==> src/logic/addr_reset_pkg.sv <==
// Operation
// [RULE_01] divider bit follows strap, writes not stored
// [RULE_02] threshold select picks 0.6/0.5 or 1.1/0.9
// [RULE_03] reset pin low moves target to boot voltage
// [RULE_04] enabling while pin low starts transition now
// [RULE_05] overvoltage threshold from select and mantissa
// [RULE_06] fixed overvoltage control bit is inverted enable
// [RULE_07] new address needs store then supply reset
// [RULE_08] stored change shifts all strap addresses
// [RULE_09] clamp strap range to 70h-7Fh on overflow
// [RULE_10] shared address 14:8, secondary 6:0, 15/7 zero
// [RULE_11] shared field reads the responding address; after a bus write it reads the written value until the next restore
// [RULE_12] primary device mirrors shared into secondary
// [RULE_13] address register is word command D3h
// [RULE_14] reserved read-only bits drop writes, read zero
package addr_reset_pkg;
  localparam logic [7:0] CMD_BUS_ADDRESS = 8'hd3;
  localparam logic [7:0] CMD_RESET_PIN_OV = 8'hd2;
  localparam logic [7:0] CMD_STORE_ALL = 8'h15;
  localparam int BIT_EXTERNAL_DIVIDER_SELECT = 4;
  localparam int BIT_HI_TH = 3;
  localparam int BIT_RST_EN = 2;
  localparam int BIT_OV_SEL = 1;
  localparam int BIT_OV_DIS = 0;
  localparam logic [15:0] CFG_WRITABLE_MASK = 16'h000f;
  localparam logic [15:0] ADDR_WRITABLE_MASK = 16'h7f7f;
  localparam logic [6:0] ADDR_TOP = 7'h7f;
  localparam logic [6:0] ADDR_CLAMP_BASE = 7'h70;
  localparam logic [6:0] STRAP_SPAN = 7'h0f;
  // thresholds in millivolts
  localparam logic [12:0] RST_HI_LOW_SEL = 13'h0258;
  localparam logic [12:0] RST_LO_LOW_SEL = 13'h01f4;
  localparam logic [12:0] RST_HI_HIGH_SEL = 13'h044c;
  localparam logic [12:0] RST_LO_HIGH_SEL = 13'h0384;
  localparam logic [3:0] MANT_8 = 4'h8;
  localparam logic [3:0] MANT_4 = 4'h4;
  localparam logic [3:0] MANT_2 = 4'h2;
  localparam logic [3:0] MANT_1 = 4'h1;
  localparam logic [12:0] OV_0_M8 = 13'h02ee;
  localparam logic [12:0] OV_0_M4 = 13'h05dc;
  localparam logic [12:0] OV_0_M2 = 13'h0bb8;
  localparam logic [12:0] OV_0_M1 = 13'h12c0;
  localparam logic [12:0] OV_1_M8 = 13'h0384;
  localparam logic [12:0] OV_1_M4 = 13'h0708;
  localparam logic [12:0] OV_1_M2 = 13'h0e10;
  localparam logic [12:0] OV_1_M1 = 13'h1770;
  typedef struct packed {
    logic wr;
    logic rd;
    logic [7:0] cmd;
    logic [15:0] data;
  } bus_req_s;
  typedef struct packed {
    logic [12:0] reset_high_mv;
    logic [12:0] reset_low_mv;
    logic [12:0] ov_mv;
    logic ov_enable;
    logic reset_enable;
  } cfg_out_s;
endpackage

==> src/logic/bus_address_and_vout_reset_config.sv <==
`timescale 1ns/1ns
module bus_address_and_vout_reset_config
  import addr_reset_pkg::*;
(
  input wire logic clk,
  input wire logic nrst,
  input wire bus_req_s req,
  input wire logic restore,
  input wire logic [15:0] stored_cfg,
  input wire logic [6:0] stored_addr,
  input wire logic [6:0] strap_addr,
  input wire logic strap_external_divider_select,
  input wire logic strap_primary,
  input wire logic output_reset_pin,
  input wire logic [3:0] scale_mantissa,
  output logic [15:0] rd_data,
  output logic rd_valid,
  output logic [6:0] respond_addr,
  output logic [6:0] strap_base,
  output logic [15:0] save_cfg,
  output logic [15:0] save_addr,
  output logic save_strobe,
  output logic boot_transition,
  output cfg_out_s cfg_out
);
  // pin synchroniser
  logic pin_s1;
  logic pin_s2;
  always_ff @(posedge clk or negedge nrst)
  begin
    if (!nrst)
    begin
      pin_s1 <= 1'b1;
      pin_s2 <= 1'b1;
    end
    else
    begin
      pin_s1 <= output_reset_pin;
      pin_s2 <= pin_s1;
    end
  end

  // register state
  logic [3:0] cfg;
  logic [6:0] common_addr;
  logic [6:0] unique_addr;
  logic [3:0] next_cfg;
  logic [6:0] next_common_addr;
  logic [6:0] next_unique_addr;
  logic [15:0] next_rd_data;
  logic next_rd_valid;
  logic [6:0] next_respond_addr;
  logic [6:0] next_strap_base;
  logic next_save_strobe;
  logic next_boot_transition;
  cfg_out_s next_cfg_out;
  logic [6:0] shifted;
  logic [7:0] top_sum;

  always_comb
  begin
    next_cfg = cfg;
    next_common_addr = common_addr;
    next_unique_addr = unique_addr;
    next_respond_addr = respond_addr;
    next_strap_base = strap_base;
    next_rd_valid = 1'b0;
    next_rd_data = rd_data;
    next_save_strobe = 1'b0;
    shifted = stored_addr;
    top_sum = {1'b0, stored_addr} + {1'b0, STRAP_SPAN};
    if (restore)
    begin
      // address only takes effect on supply restore
      next_cfg = stored_cfg[3:0];  // see [RULE_07]
      next_common_addr = stored_addr;  // see [RULE_11]
      next_unique_addr = strap_primary ? stored_addr : stored_cfg[14:8];  // see [RULE_12]
      next_respond_addr = stored_addr;  // see [RULE_07]
      // strap range moves by the stored shift, clamped at the top
      shifted = top_sum[7] ? ADDR_CLAMP_BASE : stored_addr;  // see [RULE_08] see [RULE_09]
      next_strap_base = shifted;
    end
    else if (req.wr)
    begin
      if (req.cmd == CMD_RESET_PIN_OV)
        next_cfg = req.data[3:0] & CFG_WRITABLE_MASK[3:0];  // see [RULE_01] see [RULE_14]
      else if (req.cmd == CMD_BUS_ADDRESS)
      begin
        next_common_addr = req.data[14:8];  // see [RULE_10] see [RULE_13]
        next_unique_addr = strap_primary ? req.data[14:8] : req.data[6:0];  // see [RULE_12]
      end
      else if (req.cmd == CMD_STORE_ALL)
        next_save_strobe = 1'b1;  // see [RULE_07]
    end
    else if (req.rd)
    begin
      next_rd_valid = 1'b1;
      if (req.cmd == CMD_BUS_ADDRESS)
        next_rd_data = {1'b0, common_addr, 1'b0, unique_addr} & ADDR_WRITABLE_MASK;  // see [RULE_10]
      else if (req.cmd == CMD_RESET_PIN_OV)
        next_rd_data = {11'h000, strap_external_divider_select, cfg};  // see [RULE_01] see [RULE_14]
      else
        next_rd_data = 16'h0000;
    end
  end

  // derived thresholds and the boot transition request
  always_comb
  begin
    next_cfg_out.reset_high_mv = next_cfg[BIT_HI_TH] ? RST_HI_HIGH_SEL : RST_HI_LOW_SEL;  // see [RULE_02]
    next_cfg_out.reset_low_mv = next_cfg[BIT_HI_TH] ? RST_LO_HIGH_SEL : RST_LO_LOW_SEL;  // see [RULE_02]
    unique case (scale_mantissa)  // see [RULE_05]
      MANT_8: next_cfg_out.ov_mv = next_cfg[BIT_OV_SEL] ? OV_1_M8 : OV_0_M8;
      MANT_4: next_cfg_out.ov_mv = next_cfg[BIT_OV_SEL] ? OV_1_M4 : OV_0_M4;
      MANT_2: next_cfg_out.ov_mv = next_cfg[BIT_OV_SEL] ? OV_1_M2 : OV_0_M2;
      MANT_1: next_cfg_out.ov_mv = next_cfg[BIT_OV_SEL] ? OV_1_M1 : OV_0_M1;
      default: next_cfg_out.ov_mv = next_cfg[BIT_OV_SEL] ? OV_1_M8 : OV_0_M8;
    endcase
    next_cfg_out.ov_enable = ~next_cfg[BIT_OV_DIS];  // see [RULE_06]
    next_cfg_out.reset_enable = next_cfg[BIT_RST_EN];
    // level request, so enabling while low starts at once
    next_boot_transition = next_cfg[BIT_RST_EN] & ~pin_s2;  // see [RULE_03] see [RULE_04]
  end

  always_ff @(posedge clk or negedge nrst)
  begin
    if (!nrst)
    begin
      cfg <= 4'h0;
      common_addr <= 7'h00;
      unique_addr <= 7'h00;
      rd_data <= 16'h0000;
      rd_valid <= 1'b0;
      respond_addr <= 7'h00;
      strap_base <= 7'h00;
      save_strobe <= 1'b0;
      boot_transition <= 1'b0;
      cfg_out <= '0;
    end
    else
    begin
      cfg <= next_cfg;
      common_addr <= next_common_addr;
      unique_addr <= next_unique_addr;
      rd_data <= next_rd_data;
      rd_valid <= next_rd_valid;
      respond_addr <= next_respond_addr;
      strap_base <= next_strap_base;
      save_strobe <= next_save_strobe;
      boot_transition <= next_boot_transition;
      cfg_out <= next_cfg_out;
    end
  end

  // save image of current settings
  assign save_cfg = {1'b0, unique_addr, 4'h0, cfg};
  assign save_addr = {1'b0, common_addr, 1'b0, unique_addr};

  // strap range follows the stored address when no clamp is needed
  strap_shift_a: assert property (@(posedge clk) disable iff (!nrst)  // see [RULE_08]
    (restore && stored_addr <= ADDR_CLAMP_BASE) |=> strap_base == $past(stored_addr))
    else $error("strap range not shifted");

  external_divider_select_read_a: assert property (@(posedge clk) disable iff (!nrst)  // see [RULE_01]
    (req.rd && !req.wr && !restore && req.cmd == CMD_RESET_PIN_OV)
      |=> rd_data[BIT_EXTERNAL_DIVIDER_SELECT] == $past(strap_external_divider_select))
    else $error("divider bit not strapped value");
  reserved_zero_a: assert property (@(posedge clk) disable iff (!nrst)  // see [RULE_10]
    rd_valid |-> (rd_data[15] == 1'b0 && rd_data[7] == 1'b0))
    else $error("reserved bit read nonzero");
  boot_start_a: assert property (@(posedge clk) disable iff (!nrst)  // see [RULE_04]
    !pin_s2 |=> (boot_transition == cfg[BIT_RST_EN]))
    else $error("boot transition missed");
  boot_ignore_a: assert property (@(posedge clk) disable iff (!nrst)  // see [RULE_03]
    boot_transition |-> cfg[BIT_RST_EN])
    else $error("transition while disabled");
  pin_idle_a: assert property (@(posedge clk) disable iff (!nrst)  // see [RULE_03]
    pin_s2 |=> !boot_transition)
    else $error("transition while pin high");
  ov_polarity_a: assert property (@(posedge clk) disable iff (!nrst)  // see [RULE_06]
    nrst |=> (cfg_out.ov_enable == ~cfg[BIT_OV_DIS]))
    else $error("ov enable polarity wrong");
  reset_thresh_a: assert property (@(posedge clk) disable iff (!nrst)  // see [RULE_02]
    nrst |=> (cfg_out.reset_high_mv == (cfg[BIT_HI_TH] ? RST_HI_HIGH_SEL : RST_HI_LOW_SEL)))
    else $error("reset threshold wrong");
  addr_hold_a: assert property (@(posedge clk) disable iff (!nrst)  // see [RULE_07]
    (!restore) |=> respond_addr == $past(respond_addr))
    else $error("address moved without restore");
  restore_addr_a: assert property (@(posedge clk) disable iff (!nrst)  // see [RULE_11]
    restore |=> (respond_addr == common_addr))
    else $error("shared field differs from address");
  clamp_range_a: assert property (@(posedge clk) disable iff (!nrst)  // see [RULE_09]
    restore |=> ({1'b0, strap_base} + {1'b0, STRAP_SPAN}) <= {1'b0, ADDR_TOP})
    else $error("strap range over top");
  primary_mirror_a: assert property (@(posedge clk) disable iff (!nrst)  // see [RULE_12]
    (strap_primary && (restore || (req.wr && req.cmd == CMD_BUS_ADDRESS)))
      |=> unique_addr == common_addr)
    else $error("secondary not mirrored");
endmodule // bus_address_and_vout_reset_config

==> config.mk <==
export PLATFORM = sky130hd
export DESIGN_NAME = bus_address_and_vout_reset_config
export DESIGN_NICKNAME = d
export VERILOG_FILES = /design/src/logic/addr_reset_pkg.sv /design/src/logic/bus_address_and_vout_reset_config.sv
export SDC_FILE = /design/constraint.sdc
export NUM_CORES = 1
export LEC_CHECK = 0
export ABC_AREA = 1
export BUFFER_PORTS_ARGS = -buffer_cell sky130_fd_sc_hd__buf_2
export CORE_AREA = 2 2 118 74
export CTS_BUF_LIST = sky130_fd_sc_hd__clkbuf_8
export DETAILED_ROUTE_END_ITERATION = 10
export DIE_AREA = 0 0 120 76
export PLACE_DENSITY_LB_ADDON = 0.15
export SETUP_SLACK_MARGIN = 0.2
export SYNTH_ARGS = -nofsm -noshare
export SYNTH_HDL_FRONTEND = slang
export SYNTH_SLANG_ARGS = --single-unit
==> constraint.sdc <==
create_clock -name clk -period 0.94 [get_ports clk]
set_input_delay 0.047 -clock clk [delete_from_list [all_inputs] [get_ports clk]]
set_output_delay 0.047 -clock clk [all_outputs]
set_load 0.05 [all_outputs]
==> impl_metrics.csv, run 1 <==
group,metric,value,unit
outcome,violations,"hold timing, setup timing",
timing,setup_ws,-0.2247,ns
timing,rsz0062_at_grt,"true",
finish,num_antenna_cells,0,
synthesis,synth-seq-cells,66,
timing,hold_violations,1,
critical_path,worstPathArrival,1.12,ns
timing,fmax,858.6,MHz
critical_path,crit_fanout,4,
hold_path,worstHoldPathType,"in2reg",
power_and_ir_drop,p_sw,3447,uW
critical_path,crit_chain,"buf_6 -> buf_6",
detailed_routing,antenna_left,0,
power_and_ir_drop,p_per_area,1547,nW/um^2
detailed_routing,vias,2989,
die,rows,26,
clock_tree,cts_buffers,9,
die,die_y,76,um
power_and_ir_drop,peakVddDrop,0.7909,mV
clock_tree,root_buffer,"clkbuf_8",
global_route,grt_pass1_vias,3057,
die,die-area,9120,sq um
critical_path,required,0.89,ns
detailed_routing,wl_per_cell,15.40,um
critical_path,end_kind,"output pin",
power_and_ir_drop,netSwitchingFraction,0.3908,
finish,layout-area-overhead-vs-synth,71.15,%
power_and_ir_drop,power_frac_seq,0.371,
die,dieWidth,120,um
synthesis,yosysUniqueCellTypes,38,
global_route,antenna_found_initial,0,
timing,hold_ws,-0.03029,ns
synthesis,synth.yosys.seq_area_share,0.4966,
clock_tree,cts_buffer_depth,2,
run,drv_cap,0,
detailed_routing,vias_per_cell,4.598,
critical_path,start_kind,"flop",
finish,most-common-layout-cells,"buf_6, nand2_1, buf_2",
global_route,grt_use_met1,0.3128,
detailed_routing,routed_wl,10010,um
finish,final_cells,650,
finish,fin_nets,599,
die,initial_core_util,0.4079,
synthesis,synth_area,3331,sq um
finish,drive_above_1_share,0.6691,
clock_tree,cts_hold_buf,6,
die,ioPinCount,172,
critical_path,path_common_cell,"buf_6",
outcome,status,"complete, but fails checks",
finish,layout_commonest_cell,"buf_6",
timing,finalSetupTns,-5.308,ns
power_and_ir_drop,leakage,0.002869,uW
global_route,grt-ovfl-total,0,
timing,setup_viol,85,
clock_tree,clk_pin_slew_worst_paths,0.08,ns
critical_path,max_stage_delay,0.48,ns
critical_path,timing.critical_path.slowest_stage_cell,"dfrtp_4",
place,io_buffers,134,
synthesis,yosysWarningCount,0,
timing,finClkSkew,0.008659,ns
critical_path,worstSetupPathType,"reg2out",
detailed_routing,drc,0,
synthesis,synth.avg_cell_area,9.710,sq um
critical_path,regToRegSetupSlack,-0.11,ns
finish,fin_util,0.6981,
clock_tree,clkSinkCount,66,
clock_tree,clkLatencyLatePin,0.35,ns
timing,fin_crit,1.165,ns
global_route,grt_pass1_wl,15970,um
timing,period_share,1.239,
power_and_ir_drop,combPwrFrac,0.375,
timing,slew_violations,0,
place,place_inst,596,
global_route,met3_usage,0.06886,
power_and_ir_drop,p_int,5373,uW
global_route,grt_use_met2,0.3534,
global_route,grt_max_degree,24,
global_route,grtUsageTotal,0.2277,
place,place.gp.congestion,0.8672,
detailed_routing,dr.first_iter.drc_count,92,
global_route,grt_busiest_layer,"met2",
power_and_ir_drop,clockPowerShare,0.254,
clock_tree,cts_tree,"yes",
die,core-area,8165,sq um
clock_tree,cts_max_level,3,
place,dp.final_hpwl,6819,um
detailed_routing,first_pass_iters,4,
synthesis,syn_inst,343,
state kept, by name, summed over array words and instances, names as in the netlist:
name / flops
rd_data: 14
pin_s1: 1
boot_transition: 1
strap_base: 7
unique_addr: 7
pin_s2: 1
respond_addr: 7
cfg_out: 16
cfg: 3
save_strobe: 1
common_addr: 7
rd_valid: 1
per-stage QoR:
stage	cell area [sq um]	setup slack, ns	hold WS (ns)	total power (uW)
floorplan	3729	-0.1095	-0.2486	5301
global placement	4313	-0.2391	-0.04332	5700
detailed placement	4313	-0.2722	-0.04157	5712
CTS	5480	-0.2373	-0.04485	8677
global route	5700	-0.2671	-0.03913	9160
finish	5700	-0.2247	-0.03029	8820
synth_stat cells, drive strengths merged:
cell / count / area, sq um
a21boi: 7 / 52.55
a21oi: 8 / 62.56
a31oi: 2 / 27.53
buf: 53 / 401.6
conb: 2 / 7.510
dfrtp: 64 / 1602
dfstp: 2 / 52.55
inv: 32 / 120.1
mux2i: 13 / 130.1
nand2: 90 / 385.4
nand3: 14 / 117.6
nand4: 3 / 18.77
nor2: 15 / 80.08
nor3: 2 / 21.27
nor4: 2 / 27.53
o211ai: 4 / 30.03
o21ai: 22 / 140.1
o21bai: 1 / 7.510
o22ai: 4 / 25.02
o31ai: 2 / 15.01
or2: 1 / 6.260
path summary, 6_finish.rpt:
check | start | end | cells after the start
min reg2reg | pin_s1 | pin_s2 | 0
min in group asynchronous | nrst | rd_data[11] | 2
min | req[16] | save_strobe | 3
max reg2reg | cfg[1] | cfg_out[12] | 7
max | cfg_out[30] | cfg_out[38] | 2
max in group asynchronous | nrst | pin_s1 | 3
worst max-delay path, delay by kind of cell (launching register included):
| family | cells | cell delay [ns] |
|---|---|---|
| buffers and inverters | 2 | 0.29 |
| flip-flops | 1 | 0.48 |
cells by family after synthesis:
| kind of cell | count (synthesis) | synth area share |
|---|---|---|
| buffers and inverters | 85 | 0.1566 |
| and+or+nand+nor | 127 | 0.1972 |
| AOI/OAI and AO/OA | 50 | 0.1082 |
| DFF | 66 | 0.4966 |
| other | 2 | 0.002255 |
| muxes | 13 | 0.03907 |
power groups by stage:
| stage | Combinational (uW) | Sequential (uW) | Clock [uW] |
|---|---|---|---|
| finish | 3310 | 3280 | 2240 |
| floorplan | 1290 | 4010 | 0 |
| global route | 3470 | 3300 | 2380 |
| CTS | 3140 | 3260 | 2270 |
| detailed placement | 2440 | 3270 | 0 |
| global placement | 2430 | 3270 | 0 |
layer usage:
metal | share of wire | vias to the layer above
met4 | 0.011 | 0
met5 | 0 | -
met3 | 0.076 | 11
met2 | 0.47 | 129
li1 | - | 1425
met1 | 0.44 | 1424
what timing repair did:
action,4_1_cts,5_1_grt
cloned,1,0
setup endpoints to repair,119,129
endpoints found under the hold margin,75,2
gates resized for setup,226,37
setup buffers,22,9
pin swaps,26,18
layout make-up:
| class | instances | area (sq um) |
|---|---|---|
| Inverter | 32 | 172.7 |
| Multi-Input combinational cell | 214 | 1493 |
| Clock buffer | 10 | 137.6 |
| Fill cell | 619 | 2465 |
| Tap cell | 112 | 140.1 |
| Clock inverter | 6 | 41.29 |
| Timing Repair Buffer | 210 | 2002 |
| Sequential cell | 66 | 1714 |
(Power assumes the default switching activity.)
==> run 2: changes to the inputs <==
Settings changed: BUFFER_PORTS_ARGS -buffer_cell sky130_fd_sc_hd__buf_2 to unset, CORE_AREA 2 2 118 74 to 2 2 117 74, DIE_AREA 0 0 120 76 to 0 0 119 76, DONT_BUFFER_PORTS set to 1, SLEW_MARGIN set to 20.
==> impl_metrics.csv, run 2 (synthesis results as in run 1) <==
group,metric,value,unit
critical_path,crit_fanout,3,
timing,fin_crit,1.168,ns
critical_path,crit_chain,"buf_6 -> buf_12",
power_and_ir_drop,total_power,8600,uW
place,place.gp.congestion,0.7705,
critical_path,reg2regPathDepth,7,
place,placed_area,3955,sq um
power_and_ir_drop,p_per_area,1662,nW/um^2
detailed_routing,routed_wl,9617,um
finish,most-common-layout-cells,"buf_6, nand2_1, dfrtp_2",
critical_path,worstSetupPathType,"reg2out",
finish,final_cells,576,
finish,layout_commonest_cell,"buf_6",
clock_tree,clk_pin_slew_worst_paths,0.08,ns
outcome,violations,"hold timing, setup timing",
critical_path,timing.critical_path.slowest_stage_cell,"dfrtp_4",
place,dp.final_hpwl,6259,um
power_and_ir_drop,leakage,0.002476,uW
clock_tree,cts_max_level,3,
timing,fmax,855.8,MHz
hold_path,worstHoldPathType,"in2async",
place,place_inst,502,
timing,setup_viol,74,
timing,finClkSkew,0.008861,ns
finish,reg_top3,"cfg_out x16, rd_data x14",
global_route,antenna_found_initial,0,
finish,layout-area-overhead-vs-synth,55.33,%
critical_path,worstPathArrival,1.12,ns
critical_path,path_delay_family,"flip-flops",
die,die-area,9044,sq um
die,dieWidth,119,um
finish,top_register,"cfg_out",
critical_path,start_kind,"flop",
finish,largest_reg_flops,16,
die,die_y,76,um
global_route,grt_max_degree,67,
finish,fin_nets,525,
timing,rsz0062_at_grt,"true",
critical_path,end_kind,"output pin",
global_route,grt_pass1_wl,14910,um
die,ioPinCount,172,
critical_path,endpoint,"cfg_out[24]",
clock_tree,clkLatencyLatePin,0.35,ns
global_route,grt_pass1_vias,2835,
timing,setup_ws,-0.2285,ns
die,rows,26,
detailed_routing,antenna_left,0,
critical_path,required,0.89,ns
critical_path,path_depth,2,
global_route,grt-ovfl-total,0,
critical_path,regToRegSetupSlack,-0.17,ns
detailed_routing,wl_per_cell,16.70,um
critical_path,r2r-start,"cfg_out[30]",
timing,hold_violations,89,
detailed_routing,vias,2704,
power_and_ir_drop,peakVddDrop,0.9102,mV
clock_tree,cts_buffers,9,
critical_path,worstSetupStartpoint,"cfg_out[30]",
critical_path,r2r_end,"cfg_out[37]",
place,place_worst_setup_slack,-0.1228,ns
global_route,grtUsageTotal,0.2175,
critical_path,max_stage_delay,0.48,ns
die,core-area,8100,sq um
finish,drive_above_1_share,0.5625,
timing,period_share,1.243,
clock_tree,root_buffer,"clkbuf_8",
finish,num_antenna_cells,0,
clock_tree,cts_tree,"yes",
finish,final_area,5174,sq um
detailed_routing,vias_per_cell,4.694,
clock_tree,cts_buffer_depth,2,
die,initial_core_util,0.4112,
critical_path,worst-path-buf-inv,2,
detailed_routing,dr.first_iter.drc_count,134,
timing,hold_ws,-0.6130,ns
outcome,status,"complete, but fails checks",
clock_tree,clkSinkCount,66,
detailed_routing,drc,0,
detailed_routing,first_pass_iters,4,
run,drv_cap,0,
place,io_buffers,0,
timing,slew_violations,0,
-- run 2: changes by cell type in the layout (fill, tap and decap cells not counted), sizes merged, moves of 2 or more --
cell          before  now
clkinvlp           3    1
dlygate4sd3        6   25
dlymetal6s4s       0    4
buf              204  107
-- run 2: area by class of cell --
cell class / count / area (sq um)
repair buffers: 136 / 1536
clock inverters: 5 / 52.55
fillers: 627 / 2927
multi-input cells: 214 / 1405
inverters: 32 / 167.7
well taps: 112 / 140.1
flip-flops and latches: 66 / 1720
clock buffers: 11 / 151.4
-- run 2: worst min path at each step --
stage          from         endpoint  cells after the start
3_5_place_dp   nrst      cfg_out[34]                      0
5_1_grt        nrst      cfg_out[13]                      0
2_1_floorplan  nrst  boot_transition                      0
6_report       nrst      cfg_out[11]                      0
3_3_place_gp   nrst      cfg_out[34]                      0
4_1_cts        nrst      cfg_out[13]                      0
-- run 2: metrics by stage --
step	hold WS [ns]	setup TNS, ns	util
floorplan	-0.2486	-0.8699	-
global placement	-0.2472	-1.093	0.4883
detailed placement	-0.2471	-2.048	0.4883
CTS	-0.6362	-6.509	0.6112
global route	-0.6439	-8.323	0.6387
finish	-0.6130	-4.889	0.6387
-- run 2: layer usage --
layer,track usage,routed length [um],share of wire,up-vias
li1,-,-,-,1269
met1,0.2867,4293,0.45,1325
met2,0.3437,4536,0.47,99
met3,0.08084,702,0.073,11
met4,0.04881,85,0.0088,0
met5,0,0,0,-
-- run 2: worst reg2reg max path, stage by stage, from the launching register on --
cell,delay (ns)
dfrtp_4,0.48
buf_4,0.14
buf_6,0.11
inv_4,0.04
nand2_2,0.03
o211ai_1,0.07
o21ai_1,0.10
inv_1,0.07
-- run 2: power breakdown --
part           leakage (uW)  internal (uW)  switching [uW]
combinational       0.00161           1050            1760
sequential         0.000761           3080             249
clock              0.000105           1360            1110
total               0.00248           5490            3110
-- run 2: repair_timing --
action	4_1_cts	5_1_grt
endpoints found under the hold margin	122	96
hold buffers	27	2
resized for setup	98	40
buffers inserted	20	9
setup endpoints to repair	105	131
pin swaps	14	11
